**config.mk**
```make
export PLATFORM = sky130hd
export DESIGN_NAME = lcd_instruction_executor
export DESIGN_NICKNAME = d
export VERILOG_FILES = /design/src/hdl/lcd_instruction_executor.v /design/src/hdl/exec_timer.v
export VERILOG_INCLUDE_DIRS = /design/src /design/src/include
export SDC_FILE = /design/constraint.sdc
export NUM_CORES = 1
export LEC_CHECK = 0
export BUFFER_PORTS_ARGS = -buffer_cell sky130_fd_sc_hd__clkbuf_2
export CAP_MARGIN = 10
export CORE_MARGIN = 2
export CORE_UTILIZATION = 50
export CTS_BUF_LIST = sky130_fd_sc_hd__clkbuf_8
export CTS_CLUSTER_SIZE = 30
export DETAILED_ROUTE_END_ITERATION = 6
export PLACE_DENSITY_LB_ADDON = 0.05
export SLEW_MARGIN = 40
export SYNTH_ARGS = -nofsm -noshare
export SYNTH_HDL_FRONTEND = slang
export SYNTH_HIERARCHICAL = 1
export SYNTH_SLANG_ARGS = --single-unit
```
**constraint.sdc**
```tcl
create_clock -name clk -period 6.6 [get_ports clk]
set_input_delay 0.33 -clock clk [delete_from_list [all_inputs] [get_ports clk]]
set_output_delay 0.33 -clock clk [all_outputs]
set_load 0.005 [all_outputs]
```
**src/include/lcd_exec_map.vh**
```
// constants for the lcd instruction executor: field positions, codes, timing
// assumes it is included by bare name from every file that needs it
`ifndef LCD_EXEC_MAP_VH
`define LCD_EXEC_MAP_VH

// frame layout: register select high first, then data bit 7 down to bit 0
`define FRAME_BITS      4'hA
`define FRAME_LAST      4'h9
`define FRAME_RS_HI     9
`define FRAME_RS_LO     8

// register select codes
`define RS_INSTR        2'h0
`define RS_DATA         2'h1
`define RS_LED_ONE      2'h2
`define RS_LED_TWO      2'h3

// instruction decode bit positions, highest set bit picks the command
`define BIT_DISP_ADDR   7
`define BIT_GLYPH_ADDR  6
`define BIT_FUNC_SET    5
`define BIT_SHIFT       4
`define BIT_DISP_CTL    3
`define BIT_ENTRY       2
`define BIT_HOME        1
`define BIT_CLEAR       0

// field positions inside commands
`define F_SHIFT_TARGET  3
`define F_SHIFT_RIGHT   2
`define F_BLINK_STYLE   4
`define F_TWO_LINE      3
`define F_FONT_TALL     2
`define F_TEST_MODE     1
`define F_DISP_ON       2
`define F_CURSOR_ON     1
`define F_BLINK_ON      0
`define F_ENTRY_UP      1
`define F_ENTRY_SHIFT   0

// display memory address layout
`define DD_ONE_LAST     7'h4F
`define DD_L1_LAST      7'h27
`define DD_L2_FIRST     7'h40
`define DD_L2_LAST      7'h67
`define DD_L2_SKEW      7'h18
`define OFS_ONE_LAST    7'h4F
`define OFS_TWO_LAST    7'h27
`define CLEAR_LAST      7'h4F
`define SPACE_CODE      8'h20

// duty encodings
`define DUTY_8          2'h0
`define DUTY_11         2'h1
`define DUTY_16         2'h2

// reset values of the mode bits (reset runs clear, function set, entry, display off)
`define RST_BLINK_STYLE 1'b1
`define RST_ENTRY_UP    1'b1

// timing: clock and oscillator rates, working times in ns
`define CLK_KHZ         100000
`define OSC_KHZ         250
`define OSC_DIV         (`CLK_KHZ / `OSC_KHZ)
`define T_INSTR_NS      40000
`define T_WRITE_NS      46000
`define T_CLEAR_NS      1640000
// longest times, so oscillator tick counts round down
`define TK_INSTR        (`T_INSTR_NS * `OSC_KHZ / 1000000)
`define TK_WRITE        (`T_WRITE_NS * `OSC_KHZ / 1000000)
`define TK_CLEAR        (`T_CLEAR_NS * `OSC_KHZ / 1000000)

`endif

```
**src/hdl/lcd_instruction_executor.v**
```verilog
// instruction decode and execution for a character dot-matrix lcd controller
// assumes a host shifting 10-bit frames (select high, select low, data 7..0)
// on link_clk rising edges; link pins are asynchronous to clk
//
// Summary of operation
// - instruction 0001xxxx moves cursor or display only
// - target bit picks cursor/display, direction bit picks right
// - display shift leaves address counter unchanged
// - two-line cursor wraps line one into two
// - blink style picks inverted or all-dots blink
// - line count bit; two lines force 5x7, duty
// - one-line font bit picks 5x10 or 5x7
// - test bit enters test mode; host writes zero
// - 01xxxxxx loads glyph memory address into counter
// - 1xxxxxxx loads display memory address into counter
// - data write goes to last addressed memory
// - data write steps counter, applies entry shift to display memory writes only
// - select 10 stores first led register
// - select 11 stores second led register
// - commands arriving while busy are ignored
// - data write finishes within 46 us
`timescale 1ns/100ps
`include "lcd_exec_map.vh"
module lcd_instruction_executor (
  input  wire       clk,
  input  wire       nrst,
  input  wire       ce,
  input  wire       link_clk,
  input  wire       link_data,
  output wire       busy,
  output reg        cmd_dropped_q,
  output reg  [6:0] address_counter_q,
  output reg  [6:0] shift_offset_q,
  output reg        target_glyph_q,
  output reg        mem_we_q,
  output reg        mem_glyph_q,
  output reg  [6:0] mem_addr_q,
  output reg  [7:0] mem_wdata_q,
  output reg        blink_style_q,
  output reg        two_line_q,
  output reg        font_tall_q,
  output reg  [1:0] duty_q,
  output reg        test_mode_q,
  output reg        entry_up_q,
  output reg        entry_shift_q,
  output reg        display_on_q,
  output reg        cursor_on_q,
  output reg        blink_on_q,
  output reg  [7:0] led_row_one_register_q,
  output reg  [7:0] led_row_two_register_q
);

  // link synchronisers: stage 0 is read only by stage 1
  reg  [1:0] sck_sync_q;      // link clock, two flip-flops
  reg  [1:0] sid_sync_q;      // link data, two flip-flops
  reg        sck_prev_q;      // settled link clock one cycle back
  reg  [9:0] frame_q;         // assembled frame, select bits on top
  reg  [3:0] bit_cnt_q;       // bits taken in the current frame
  reg        word_ready_q;    // frame complete, one-cycle pulse
  wire       sck_rise;        // rising edge of the settled link clock

  // oscillator emulation
  reg  [8:0] osc_cnt_q;       // divides clk down to the oscillator rate
  reg        osc_tick_q;      // one pulse per oscillator cycle

  // clear sweep
  reg        clearing_q;      // display memory fill in progress
  reg  [6:0] clear_idx_q;     // fill position, 0 to 79

  // decode results
  wire [1:0] rsel;            // register select pair of the frame
  wire [7:0] cmd;             // data byte of the frame
  wire       take;            // frame accepted this cycle
  reg  [8:0] ticks_d;         // working time of the accepted command
  reg        load_d;          // start the busy timer
  wire       timer_busy;      // busy from the timer
  // counts held at 32 bits so the 9-bit timer load is cut on purpose
  localparam [31:0] TK_INSTR_W = `TK_INSTR;   // instruction working time
  localparam [31:0] TK_WRITE_W = `TK_WRITE;   // data write working time
  localparam [31:0] TK_CLEAR_W = `TK_CLEAR;   // clear and home working time

  assign sck_rise = sck_sync_q[1] & ~sck_prev_q;
  assign rsel     = frame_q[`FRAME_RS_HI:`FRAME_RS_LO];
  assign cmd      = frame_q[7:0];
  assign busy     = timer_busy;
  // a frame landing while busy is thrown away, never queued
  assign take     = word_ready_q & ~timer_busy & ~clearing_q;

  // next address after a step; glyph addresses wrap in six bits
  function [6:0] step_addr;
    input [6:0] a;
    input       up;
    input       two;
    input       glyph;
    begin
      if (glyph) begin
        if (up)
          step_addr = {1'b0, a[5:0] + 6'h01};
        else
          step_addr = {1'b0, a[5:0] - 6'h01};
      end else if (two) begin
        // line one end carries into line two start
        if (up)
          step_addr = (a == `DD_L1_LAST) ? `DD_L2_FIRST :
                      (a == `DD_L2_LAST) ? 7'h00 : a + 7'h01;
        else
          step_addr = (a == `DD_L2_FIRST) ? `DD_L1_LAST :
                      (a == 7'h00) ? `DD_L2_LAST : a - 7'h01;
      end else begin
        if (up)
          step_addr = (a == `DD_ONE_LAST) ? 7'h00 : a + 7'h01;
        else
          step_addr = (a == 7'h00) ? `DD_ONE_LAST : a - 7'h01;
      end
    end
  endfunction

  // next display offset; both lines share one offset, horizontal only
  function [6:0] shift_ofs;
    input [6:0] o;
    input       left;
    input       two;
    reg   [6:0] lim;
    begin
      lim = two ? `OFS_TWO_LAST : `OFS_ONE_LAST;
      if (left)
        shift_ofs = (o == lim) ? 7'h00 : o + 7'h01;
      else
        shift_ofs = (o == 7'h00) ? lim : o - 7'h01;
    end
  endfunction

  // link sampling: edges found only on the second synchroniser stage
  always @(posedge clk or negedge nrst) begin
    if (!nrst) begin
      sck_sync_q   <= 2'h0;
      sid_sync_q   <= 2'h0;
      sck_prev_q   <= 1'b0;
      frame_q      <= 10'h000;
      bit_cnt_q    <= 4'h0;
      word_ready_q <= 1'b0;
    end else if (ce) begin
      sck_sync_q   <= {sck_sync_q[0], link_clk};
      sid_sync_q   <= {sid_sync_q[0], link_data};
      sck_prev_q   <= sck_sync_q[1];
      word_ready_q <= 1'b0;
      if (sck_rise) begin
        frame_q <= {frame_q[8:0], sid_sync_q[1]};
        // tenth bit closes the frame
        if (bit_cnt_q == `FRAME_LAST) begin
          bit_cnt_q    <= 4'h0;
          word_ready_q <= 1'b1;
        end else begin
          bit_cnt_q <= bit_cnt_q + 4'h1;
        end
      end
    end
  end

  // oscillator tick: busy time is counted in these, not in clk cycles
  always @(posedge clk or negedge nrst) begin
    if (!nrst) begin
      osc_cnt_q  <= 9'h000;
      osc_tick_q <= 1'b0;
    end else if (ce) begin
      if (osc_cnt_q == `OSC_DIV - 1) begin
        osc_cnt_q  <= 9'h000;
        osc_tick_q <= 1'b1;
      end else begin
        osc_cnt_q  <= osc_cnt_q + 9'h001;
        osc_tick_q <= 1'b0;
      end
    end
  end

  // working time of the accepted frame
  always @* begin
    load_d  = 1'b0;
    ticks_d = 9'h000;
    if (take) begin
      load_d = 1'b1;
      case (rsel)
        `RS_INSTR: begin
          // clear and home take the long time, a zero byte none, the rest the short one
          if (cmd[7:2] == 6'h00 && cmd[1:0] != 2'h0)
            ticks_d = TK_CLEAR_W[8:0];
          else if (cmd != 8'h00)
            ticks_d = TK_INSTR_W[8:0];
        end
        // write is bounded by the rounded-down 46 us count
        `RS_DATA:  ticks_d = TK_WRITE_W[8:0];
        // led writes have no working time
        default:   ticks_d = 9'h000;
      endcase
    end
  end

  // busy from acceptance until the tick count runs out
  // power-up busy spans one instruction time, ample for the 80-cycle sweep
  exec_timer #(
    .RESET_COUNT (TK_INSTR_W[8:0])
  ) u_timer (
    .clk      (clk),
    .nrst     (nrst),
    .ce       (ce),
    .osc_tick (osc_tick_q),
    .load     (load_d),
    .ticks    (ticks_d),
    .busy_q   (timer_busy)
  );

  // executor state: reset leaves the chip as if clear, function set,
  // entry mode and display off had run
  always @(posedge clk or negedge nrst) begin
    if (!nrst) begin
      cmd_dropped_q          <= 1'b0;
      address_counter_q      <= 7'h00;
      shift_offset_q         <= 7'h00;
      target_glyph_q         <= 1'b0;
      mem_we_q               <= 1'b0;
      mem_glyph_q            <= 1'b0;
      mem_addr_q             <= 7'h00;
      mem_wdata_q            <= 8'h00;
      blink_style_q          <= `RST_BLINK_STYLE;
      two_line_q             <= 1'b0;
      font_tall_q            <= 1'b0;
      duty_q                 <= `DUTY_8;
      test_mode_q            <= 1'b0;
      entry_up_q             <= `RST_ENTRY_UP;
      entry_shift_q          <= 1'b0;
      display_on_q           <= 1'b0;
      cursor_on_q            <= 1'b0;
      blink_on_q             <= 1'b0;
      led_row_one_register_q <= 8'h00;
      led_row_two_register_q <= 8'h00;
      clearing_q             <= 1'b1;
      clear_idx_q            <= 7'h00;
    end else if (ce) begin
      mem_we_q      <= 1'b0;
      // frames refused because of busy are flagged for one cycle
      cmd_dropped_q <= word_ready_q & ~take;
      if (clearing_q) begin
        // one space per cycle; second line sits at its own base
        mem_we_q    <= 1'b1;
        mem_glyph_q <= 1'b0;
        mem_wdata_q <= `SPACE_CODE;
        if (two_line_q && clear_idx_q > `OFS_TWO_LAST)
          mem_addr_q <= clear_idx_q + `DD_L2_SKEW;
        else
          mem_addr_q <= clear_idx_q;
        if (clear_idx_q == `CLEAR_LAST) begin
          clearing_q  <= 1'b0;
          clear_idx_q <= 7'h00;
        end else begin
          clear_idx_q <= clear_idx_q + 7'h01;
        end
      end else if (take) begin
        case (rsel)
          `RS_INSTR: begin
            // highest set bit picks the command; lower bits are don't-care
            if (cmd[`BIT_DISP_ADDR]) begin
              address_counter_q <= cmd[6:0];
              target_glyph_q    <= 1'b0;
            end else if (cmd[`BIT_GLYPH_ADDR]) begin
              address_counter_q <= {1'b0, cmd[5:0]};
              target_glyph_q    <= 1'b1;
            end else if (cmd[`BIT_FUNC_SET]) begin
              blink_style_q <= cmd[`F_BLINK_STYLE];
              two_line_q    <= cmd[`F_TWO_LINE];
              // two lines force the short font
              font_tall_q   <= cmd[`F_FONT_TALL] & ~cmd[`F_TWO_LINE];
              if (cmd[`F_TWO_LINE])
                duty_q <= `DUTY_16;
              else if (cmd[`F_FONT_TALL])
                duty_q <= `DUTY_11;
              else
                duty_q <= `DUTY_8;
              // test mode is honoured; normal hosts write zero here
              test_mode_q   <= cmd[`F_TEST_MODE];
            end else if (cmd[`BIT_SHIFT]) begin
              // memory contents untouched, no write strobe here
              if (cmd[`F_SHIFT_TARGET])
                // whole display moves, counter kept
                shift_offset_q <= shift_ofs(shift_offset_q,
                                            ~cmd[`F_SHIFT_RIGHT], two_line_q);
              else
                // cursor moves, right when the direction bit is set
                address_counter_q <= step_addr(address_counter_q,
                                               cmd[`F_SHIFT_RIGHT], two_line_q,
                                               target_glyph_q);
            end else if (cmd[`BIT_DISP_CTL]) begin
              display_on_q <= cmd[`F_DISP_ON];
              cursor_on_q  <= cmd[`F_CURSOR_ON];
              blink_on_q   <= cmd[`F_BLINK_ON];
            end else if (cmd[`BIT_ENTRY]) begin
              entry_up_q    <= cmd[`F_ENTRY_UP];
              entry_shift_q <= cmd[`F_ENTRY_SHIFT];
            end else if (cmd[`BIT_HOME]) begin
              // home: counter and shift return, memory kept
              address_counter_q <= 7'h00;
              shift_offset_q    <= 7'h00;
              target_glyph_q    <= 1'b0;
            end else if (cmd[`BIT_CLEAR]) begin
              // clear: fill with spaces, home, entry forced to increment
              address_counter_q <= 7'h00;
              shift_offset_q    <= 7'h00;
              target_glyph_q    <= 1'b0;
              entry_up_q        <= 1'b1;
              clearing_q        <= 1'b1;
            end
          end
          `RS_DATA: begin
            // store into whichever memory was addressed last
            mem_we_q          <= 1'b1;
            mem_glyph_q       <= target_glyph_q;
            mem_addr_q        <= address_counter_q;
            mem_wdata_q       <= cmd;
            // step in the entry direction
            address_counter_q <= step_addr(address_counter_q, entry_up_q,
                                           two_line_q, target_glyph_q);
            // entry shift moves the display opposite the cursor step
            if (entry_shift_q && !target_glyph_q)
              shift_offset_q <= shift_ofs(shift_offset_q, entry_up_q, two_line_q);
          end
          `RS_LED_ONE: led_row_one_register_q <= cmd;
          `RS_LED_TWO: led_row_two_register_q <= cmd;
          default: led_row_one_register_q <= led_row_one_register_q;
        endcase
      end
    end
  end

endmodule

```
**src/hdl/exec_timer.v**
```verilog
// busy timer counting oscillator ticks from command acceptance
// assumes osc_tick is a one-cycle pulse on clk and load is never given while busy
`timescale 1ns/100ps
module exec_timer #(
  parameter [8:0] RESET_COUNT = 9'h000
) (
  input  wire       clk,
  input  wire       nrst,
  input  wire       ce,
  input  wire       osc_tick,
  input  wire       load,
  input  wire [8:0] ticks,
  output reg        busy_q
);

  reg [8:0] count_q;   // remaining oscillator ticks

  // load starts the count, each oscillator tick takes one away
  always @(posedge clk or negedge nrst) begin
    if (!nrst) begin
      count_q <= RESET_COUNT;
      busy_q  <= (RESET_COUNT != 9'h000);
    end else if (ce) begin
      if (load) begin
        count_q <= ticks;
        busy_q  <= (ticks != 9'h000);
      end else if (osc_tick && count_q != 9'h000) begin
        count_q <= count_q - 9'h001;
        // busy drops with the last tick, not one cycle later
        busy_q  <= (count_q != 9'h001);
      end
    end
  end

endmodule

```
## After elaboration in Yosys (flattened, before gate mapping)

Index checks and enable logic that the tools add are counted.

| word-level totals | value |
|---|---|
| bits of input ports | 5 |
| bits in registers | 108 |
| logic and storage cells | 210 |
| output and inout port bits | 61 |

| cells by class | value |
|---|---|
| eq/ne operators | 29 |
| $add $sub $neg | 11 |
| multiplexer cells | 91 |
| reductions and logical operators | 32 |
| bitwise gates (word level) | 14 |
| magnitude comparators | 1 |

Operators with widths:

| cell | count |
|---|---|
| 7-bit 2-to-1 mux | 39 |
| 9-bit 2-to-1 mux | 5 |
| 1-bit 2-to-1 mux | 36 |
| 7-bit == test (second input constant) | 4 |
| 7-bit one-hot mux with 2 select lines | 2 |
| 8-bit 2-to-1 mux | 3 |
| 7-bit by 1-bit adder with 7-bit output (second input constant) | 3 |
| 9-bit one-hot mux with 2 select lines | 1 |
| 9-bit AND reduction | 2 |
| 9-bit nonzero test | 2 |
| 7-bit logical NOT | 2 |
| 7-bit by 1-bit subtractor with 7-bit output (second input constant) | 2 |
| 6-bit 2-to-1 mux | 2 |
| 3-bit by 1-bit != test with 1-bit output (second input constant) | 4 |
| 4-bit != test (second input constant) | 3 |
| 12-bit AND reduction | 1 |
| 2-bit nonzero test | 6 |
| 11-bit AND reduction | 1 |
| 10-bit AND reduction | 1 |
| 9-bit by 1-bit adder with 9-bit output (second input constant) | 1 |
| 9-bit == test (second input constant) | 1 |
| 3-bit != test (second input constant) | 3 |
| 9-bit by 1-bit != test with 1-bit output (second input constant) | 1 |
| 1-bit inverter | 9 |
| other kinds (29) | 44 |

## Depth between registers and ports, before layout

Gate-level depths: netlist (run 1).

| depth | value |
|---|---|
| depth after elaboration | 12 |
| gate-level depth with buffers | 11 |
| gate-level depth less buffers | 9 |

## Modules after synthesis

The synthesis (run 1) kept the hierarchy.

By module, submodules not included:

| module | instances | area an instance (um^2) | cells each |
|---|---|---|---|
| lcd_instruction_executor | 1 | 5641.7 | 614 |
| exec_timer | 1 | 744.5 | 78 |

## Worst setup path before layout (run 1)

Ideal clock, no wire load.

| timing | value |
|---|---|
| kind | register to register |
| from | register frame_q[6] |
| to | register u_timer.busy_q |
| required time | 6518 ps |
| arrival time | 2359 ps |
| cell stages (with the launch flop) | 12 |
| slack | 4158 ps |
| cells stage by stage | dfrtp_1 -> buf_6 -> or2_2 -> buf_2 -> nor2_4 -> nand2_1 -> nor2_1 -> nor3b_1 -> or4_1 -> nor4_1 -> a41oi_1 -> mux2_2 |

| between the ends | value |
|---|---|
| word-level cells in the longest chain between the ends | 7 |
| elaborated cells between the ends (all ways) | 9 |

Ends and longest elaborated chain:

| what | RTL line | source |
|---|---|---|
| start, declared | lcd_instruction_executor.v:57 | `reg [9:0] frame_q;` |
| start signal, assigned | lcd_instruction_executor.v:148 | `frame_q <= {frame_q[8:0], sid_sync_q[1]};` |
| 8-bit nonzero test or 6-bit logical NOT (tied branches) | lcd_instruction_executor.v:187, lcd_instruction_executor.v:185 |  |
| 4-bit 2-to-1 mux or 1-bit logical AND (tied branches) | lcd_instruction_executor.v:187, lcd_instruction_executor.v:185 |  |
| 9-bit 2-to-1 mux (*) | lcd_instruction_executor.v:185 | `if (cmd[7:2] == 6'h00 && cmd[1:0] != 2'h0)` |
| 9-bit one-hot mux with 2 select lines (*) | lcd_instruction_executor.v:182 | `case (rsel)` |
| 9-bit 2-to-1 mux (*) | lcd_instruction_executor.v:180 | `if (take) begin` |
| via ticks_d[1] | lcd_instruction_executor.v:74 | `reg [8:0] ticks_d;` |
| 9-bit nonzero test (*) | exec_timer.v:26 | `busy_q <= (ticks != 9'h000);` |
| 1-bit 2-to-1 mux (*) | exec_timer.v:24 | `if (load) begin` |
| end signal, assigned | exec_timer.v:22 | `busy_q <= (RESET_COUNT != 9'h000);` |
| end signal, assigned | exec_timer.v:26 |  |
| end signal, assigned | exec_timer.v:30 | `busy_q <= (count_q != 9'h001);` |
| end, declared | exec_timer.v:13 | `output reg busy_q` |

The timed path passes the listed nets; every way through them passes the cells marked *.
A chain may end at the register's enable or synchronous reset.

## Worst setup path after layout (run 1)

Same ends and word-level chain as after synthesis.

==> results of run 1 <==
## cells in the final DEF, fill, tap and decap left out, drive strengths merged, types with 7 or more instances in the layout
cell    count
o22ai       8
a21oi      21
mux2       29
mux2i       9
and3        9
a22o       11
nor3b       7
ha         12
o21ai      63
inv        29
xnor2      17
nor3       18
dfrtp     100
nand2      85
a31oi      13
nor2b      12
nor2       44
a211oi      7
nor4        8
clkbuf     74
nand3      32
nand2b     12
## synthesized netlist by cell type, types with 5 or more instances
cell,instances,area (sq um)
dfrtp_1,100,2502
nand2_1,84,315.3
o21ai_0,59,295.3
nor2_1,42,157.7
nand3_1,31,155.2
mux2_2,28,315.3
inv_1,26,97.59
a21oi_1,20,100.1
clkbuf_1,20,75.07
buf_2,17,85.08
xnor2_1,17,148.9
nor3_1,14,70.07
a31oi_1,13,81.33
ha_1,12,150.1
nand2b_1,12,75.07
nor2b_1,12,75.07
a22o_1,11,96.34
mux2i_1,9,90.09
o22ai_1,8,50.05
a211oi_1,7,52.55
and3_1,7,43.79
nor3b_1,7,52.55
dfstp_2,6,157.7
nor4_1,6,37.54
and2_1,5,31.28
## cell type report
class / instances / area (sq um)
Inverter: 27 / 101.3
Sequential cell: 106 / 2661
Multi-Input combinational cell: 516 / 3415
Clock inverter: 6 / 81.33
Timing Repair Buffer: 69 / 364.1
Tap cell: 172 / 215.2
Fill cell: 1136 / 5593
Clock buffer: 10 / 137.6
## metrics by stage
| stage | setup slack, ps | utilization [%] | hold slack (ps) |
|---|---|---|---|
| detailed placement | 3923 | 53.62 | 361.0 |
| CTS | 3913 | 55.44 | 164.0 |
| global route | 3676 | 55.50 | 172.7 |
| floorplan | 4159 | - | 34.41 |
| global placement | 3997 | 53.57 | 350.4 |
| finish | 3943 | 55.50 | 177.3 |
## how the worst max path moves through the flow
stage                                      start  cells past startpoint  slack, ps                    endpoint
final                     frame_q[6]$_DFFE_PN0P_                      9       3940  u_timer/busy_q$_DFFE_PN1P_
after global placement                        ce                      7       4000   mem_addr_q[3]$_DFFE_PN0P_
after detailed placement  frame_q[6]$_DFFE_PN0P_                      8       3920  u_timer/busy_q$_DFFE_PN1P_
after floorplan           frame_q[6]$_DFFE_PN0P_                     11       4160  u_timer/busy_q$_DFFE_PN1P_
after CTS                 frame_q[6]$_DFFE_PN0P_                      8       3910  u_timer/busy_q$_DFFE_PN1P_
after global routing      frame_q[4]$_DFFE_PN0P_                      8       3680  u_timer/busy_q$_DFFE_PN1P_
## worst max-delay path, delay by kind of cell (launching register included)
kind            cells  cell delay (ps)
flops               1              490
simple gates        7             1740
compound gates      1               70
mux                 1              280
## state kept, by name, indices dropped and copies added (netlist names), 2 cells and up
register                cells
led_row_one_register_q      8
osc_cnt_q                   9
clear_idx_q                 7
mem_addr_q                  7
mem_wdata_q                 8
bit_cnt_q                   4
led_row_two_register_q      8
shift_offset_q              7
sid_sync_q                  2
sck_sync_q                  2
u_timer/count_q             9
frame_q                    10
address_counter_q           7
## metal layers
| layer | GRT usage, % | wire length (um) | vias to the layer above |
|---|---|---|---|
| met5 | 0 | 0 | - |
| met3 | 3.502 | 685 | 36 |
| met4 | 9.412 | 361 | 0 |
| li1 | - | - | 2560 |
| met1 | 32.25 | 7019 | 2653 |
| met2 | 40.00 | 7793 | 170 |
## what timing repair did
item                                   in CTS  in global routing
hold buffers                                1                  0
endpoints found under the hold margin      38                  0
resized for setup                           0                  0
## where the power goes
| part | leakage (nW) | internal [mW] | total [mW] | switching (mW) |
|---|---|---|---|---|
| Combinational | 1.57 | 0.415 | 0.955 | 0.540 |
| Clock | 0.119 | 0.222 | 0.444 | 0.222 |
| Sequential | 1.38 | 0.786 | 1.09 | 0.308 |
## cells by family after synthesis
logic type | synth area share (%)
and+or+nand+nor | 22.92
AOI/OAI and AO/OA | 18.44
DFF | 41.65
buffers and inverters | 5.309
muxes | 6.524
xor gates and xnor gates | 2.743
adders and majority gates | 2.351
other | 0.05872
==> flow_summary.ini, run 1 <==
[sta]
setup_tns_ps = 0
report.final.setup_viol = 0
report.final.hold_viol_count = 0
post-route-min-period_ps = 2657
rsz0062_at_grt = no
timing.fmax_mhz = 376.4
clock_tree_skew_after_final_layout_ps = 11.27
final_worst_path_cycle_share_pct = 40.25
final-max-slew-violation-count = 0
worst_margin_pin_slew_ps = 798.7
relSlewSlack_pct = 46.56

[synth]
netlist-cell-type-count = 93
share_of_async_settable_or_async_resettable_flops_after_synthesis_pct = 100.0
postSynthCellCount = 692
syn-mean-instance-area_sq_um = 9.229
synth_edf_count = 0
synthesis.yosys.warnings = 6
dominantRegCellSynth = dfrtp_1
netlist_area_sq_um = 6386
number_of_register_bits_inferred_by_synthesis = 106
synth-seq-area-share_pct = 41.65

[floorplan]
fp-row-count = 41
floorplan.core_area_sq_um = 12570
dieHeight_um = 117.0
initial_core_util_pct = 50.81
die_area_sq_um = 13690
io_pins = 66
die_w_um = 117.0

[setup_path]
path_type_of_the_worst_setup_path = reg2reg
ff_to_ff_end = u_timer/busy_q$_DFFE_PN1P_
reg2regPathDepth = 9
setup.worst_path.start_class = flip-flop
critPathArrivalTime_ps = 2970
cp_data_required_time_ps = 6920
slowest_stage = or4_1
cp_cell_sequence = or2_2 -> nor2_4 -> nand2_1 -> nor2_1 -> nor3b_1 -> or4_1 -> nor4_1 -> a41oi_1 -> mux2_2
reg2reg_from = frame_q[6]$_DFFE_PN0P_
setup.reg_to_reg.worst_slack_ps = 3940
critical_path.endpoint_type = flip-flop
timing.critical_path.slowest_cell_delay_ps = 520
crit_path_max_fanout = 9

[power]
total_power_consumption_mw = 2.493
p_leak_nw = 3.070
power_density_nw_per_um2 = 357.4
max-vdd-ir-drop_uv = 162.9

[clock_tree]
worst_setup_hold_path_clk_slew_ps = 90
htree_levels = 3
max-clock-path-buffers = 2
postCtsSetupBuffers = 0
tritoncts = done
cts-buffers-inserted = 9
clock-root-buffer = clkbuf_8
clkSinkCount = 106
worstSkewPairLatency_ps = 380

[outcome]
status = completed

[detailed_routing]
antenna_left = 0
post-route-drc-count = 0
postRouteWirelength_mm = 15.86
detail_route.iter0.violations = 420
viasPerCell = 5.981
total_number_of_vias = 5419
drt_pre_antenna_iters = 5
routedWlPerCell_um = 17.50

[finish]
drive_above_1_share_pct = 20.30
antenna_fix_cells = 0
layout_overhead_on_the_synthesized_area_pct = 9.228
postLayoutCellArea_sq_um = 6975
finish.net_count = 746
layout.cells.non_filler = 906

[placement]
portBuffers = 65
placed_cells_incl_taps = 889
globalplace.congestion = 0.8803
place.detailed.hpwl_mm = 10.96
place_area_sq_um = 6739

[global_route]
gr-usage-all-layers_pct = 24.15
grt_antenna_before_repair = 0
first_pass_grt_wire_length_mm = 25.75
grt-ovfl-total = 0
via_count_of_the_first_global_routing_pass = 5056
grt_max_degree = 66

[min_path]
whs_path_depth = 2
worst_hold_path.endpoint = sck_sync_q[0]$_DFFE_PN0P_
timing.hold.worst.start = link_clk
worst_hold_path_type = in2reg

[run]
max_cap_viol_count = 0
(Power assumes the default switching activity.)
==> run 2, diff against run 1 <==
--- a/config.mk
+++ b/config.mk
@@ -6,6 +6,7 @@
 export SDC_FILE = /design/constraint.sdc
 export NUM_CORES = 1
 export LEC_CHECK = 0
+export ABC_AREA = 1
 export BUFFER_PORTS_ARGS = -buffer_cell sky130_fd_sc_hd__clkbuf_2
 export CAP_MARGIN = 10
 export CORE_MARGIN = 2
==> constraint.sdc (replaced) <==
create_clock -name clk -period 2.5 [get_ports clk]
set_input_delay 0.125 -clock clk [delete_from_list [all_inputs] [get_ports clk]]
set_output_delay 0.125 -clock clk [all_outputs]
set_load 0.005 [all_outputs]
==> run 2 against run 1 <==
Effect of this change:
- combinational power grew to 3.1 times the previous value
- first-iteration DRC count grew 31%
- core utilization grew 2.2 points
- routed wire length grew 1.3%
- clock-buffer cell count shrank 1
- sequential share of layout area shrank 0.073 points
- via count grew 8.2%
- die area shrank 1.8%
==> flow_summary.ini, run 2 <==
[outcome]
status = completed

[detailed_routing]
drt_pre_antenna_iters = 5
postRouteWirelength_mm = 16.06
post-route-drc-count = 0
viasPerCell = 5.367
antenna_left = 0
detail_route.iter0.violations = 551
total_number_of_vias = 5861
routedWlPerCell_um = 14.71

[synth]
postSynthCellCount = 854
netlist-cell-type-count = 46
synth-seq-area-share_pct = 42.44
area_leader_netlist = dfrtp_1
synth.area.top_cells = dfrtp_1 40%, nand2_1 14%, o21ai_0 6.4%, nor2_1 5.3%, nand3_1 4.9%
dominantRegCellSynth = dfrtp_1
yosys-top-cells-count = 238 x nand2_1, 100 x dfrtp_1, 88 x nor2_1
synth_edf_count = 0
synth.most_common_cell = nand2_1
synth_top_area_share_pct = 39.93
synthesis.yosys.warnings = 6
number_of_register_bits_inferred_by_synthesis = 106
syn-mean-instance-area_sq_um = 7.339
netlist_area_sq_um = 6267
share_of_async_settable_or_async_resettable_flops_after_synthesis_pct = 100.0

[floorplan]
io_pins = 66
floorplan.core_area_sq_um = 12110
initial_core_util_pct = 51.75
fp-row-count = 40
dieHeight_um = 116.0
die_w_um = 116.0
die_area_sq_um = 13450

[clock_tree]
cts-buffers-inserted = 9
max-clock-path-buffers = 2
tritoncts = done
worst_setup_hold_path_clk_slew_ps = 110
htree_levels = 3
clock-root-buffer = clkbuf_8
postCtsSetupBuffers = 0
clkSinkCount = 106
worstSkewPairLatency_ps = 390

[placement]
globalplace.congestion = 0.9699
portBuffers = 65
place.detailed.hpwl_mm = 11.69

[global_route]
grt_antenna_before_repair = 0
gr-usage-all-layers_pct = 24.76
grt_max_degree = 93
first_pass_grt_wire_length_mm = 26.41
grt-ovfl-total = 0
via_count_of_the_first_global_routing_pass = 5451

[setup_path]
crit_path_max_fanout = 7
path_type_of_the_worst_setup_path = reg2reg
setup.worst_path.start_class = flip-flop
critPathArrivalTime_ps = 2400
critical_path.endpoint_type = flip-flop
cp_data_required_time_ps = 2770

[sta]
post-route-min-period_ps = 2129
relSlewSlack_pct = 59.30
final-max-slew-violation-count = 0
report.final.hold_viol_count = 0
clock_tree_skew_after_final_layout_ps = 9.224
timing.fmax_mhz = 469.6
final_worst_path_cycle_share_pct = 85.18
setup_tns_ps = 0
rsz0062_at_grt = no
report.final.setup_viol = 0
worst_margin_pin_slew_ps = 608.3

[finish]
seqCellArea_sq_um = 2660
biggestRegsByFlops = frame_q x10, osc_cnt_q x9, u_timer/count_q x9
multiInputGateArea_sq_um = 3127
mostFrequentLayoutCell = nand2_1
layout_overhead_on_the_synthesized_area_pct = 11.46
drive_above_1_share_pct = 14.50
largest_register_ff_count = 10
finish.net_count = 936
most-common-layout-cells = 238 x nand2_1, 100 x dfrtp_1, 88 x nor2_1
n_fill_cell = 1197
antenna_fix_cells = 0
most_flops_register = frame_q

[power]
total_power_consumption_mw = 7.000
p_leak_nw = 3.417
power_density_nw_per_um2 = 1002
max-vdd-ir-drop_uv = 485.4

[run]
max_cap_viol_count = 0

[min_path]
worst_hold_path_type = in2async
==> run 2: cell types whose count changed in the layout (fill, tap and decap cells not counted), sizes merged, moves of 14 or more <==
cell / delta
o21ai: +24
inv: +64
nor2: +55
a21oi: +20
nand2: +159
nand3: +30
mux2: -29
xnor2: -14
==> run 2: cell families after synthesis <==
family / Yosys count / share of synthesized area [%]
AOI/OAI and AO/OA: 162 / 14.39
and+or+nand+nor: 438 / 30.51
buffers and inverters: 119 / 7.966
DFF: 106 / 42.44
other: 1 / 0.05983
xor gates and xnor gates: 16 / 2.236
adders and majority gates: 12 / 2.396
==> run 2: area by class of cell <==
class,instances,share of cell area [%]
clock buffers,9,1.773
clock inverters,7,1.218
inverters,91,4.890
multi-input cells,634,44.76
flip-flops and latches,106,38.08
well taps,168,3.009
repair buffers,77,6.269
==> run 2: metrics by stage <==
step | area, sq um | cells | hold WS (ps) | util [%] | setup WS [ps]
detailed placement | 6746 | 1073 | -2.199 | 55.70 | 449.8
floorplan | 6286 | 859 | -170.6 | - | 587.3
finish | 6985 | 1092 | 116.1 | 57.68 | 370.6
global route | 6985 | 1092 | 136.8 | 57.68 | 150.2
global placement | 6746 | 1073 | -4.003 | 55.70 | 479.2
CTS | 6985 | 1092 | 112.9 | 57.68 | 434.0
==> run 2: critical path, cell delays in order, from the launching register on <==
cell and delay (ps):
dfrtp_1 510, ha_1 320, nand2_1 140, nor2_1 190, nand3_1 220, nand2_1 150, nand2_1 60, nand3_1 60
nand3_1 70, nand2_1 70, o21ai_1 70, nand2_1 90, a21oi_1 70
==> run 2: worst paths after layout <==
check / startpoint / endpoint / slack (ps) / depth (start not counted)
max: address_counter_q[1]$_DFFE_PN0P_ / address_counter_q[0]$_DFFE_PN0P_ / 370 / 12
min: nrst / mem_addr_q[3]$_DFFE_PN0P_ / 120 / 2
max reg2reg: address_counter_q[1]$_DFFE_PN0P_ / address_counter_q[0]$_DFFE_PN0P_ / 370 / 12
min reg2reg: u_timer/count_q[1]$_DFFE_PN1P_ / u_timer/count_q[1]$_DFFE_PN1P_ / 480 / 2
max in group asynchronous: nrst / u_timer/count_q[1]$_DFFE_PN1P_ / 1600 / 3
min in group clk: ce / sid_sync_q[1]$_DFFE_PN0P_ / 290 / 3
==> run 2: power by group <==
part | total (mW) | internal [mW] | leakage, nW | switching (mW)
clock network | 1.13 | 0.483 | 0.109 | 0.646
logic | 2.97 | 1.08 | 1.99 | 1.90
registers | 2.90 | 2.25 | 1.32 | 0.644
==> run 2: layer usage <==
layer	GRT usage [%]	part of all wire, %
met5	0	0
met4	8.810	2.4
met3	2.667	4.9
met2	40.27	47
met1	34.59	46
==> run 2: what timing repair did <==
item | CTS | global route
hold buffers | 3 | 0
endpoints found under the hold margin | 93 | 0
resized for setup | 0 | 0
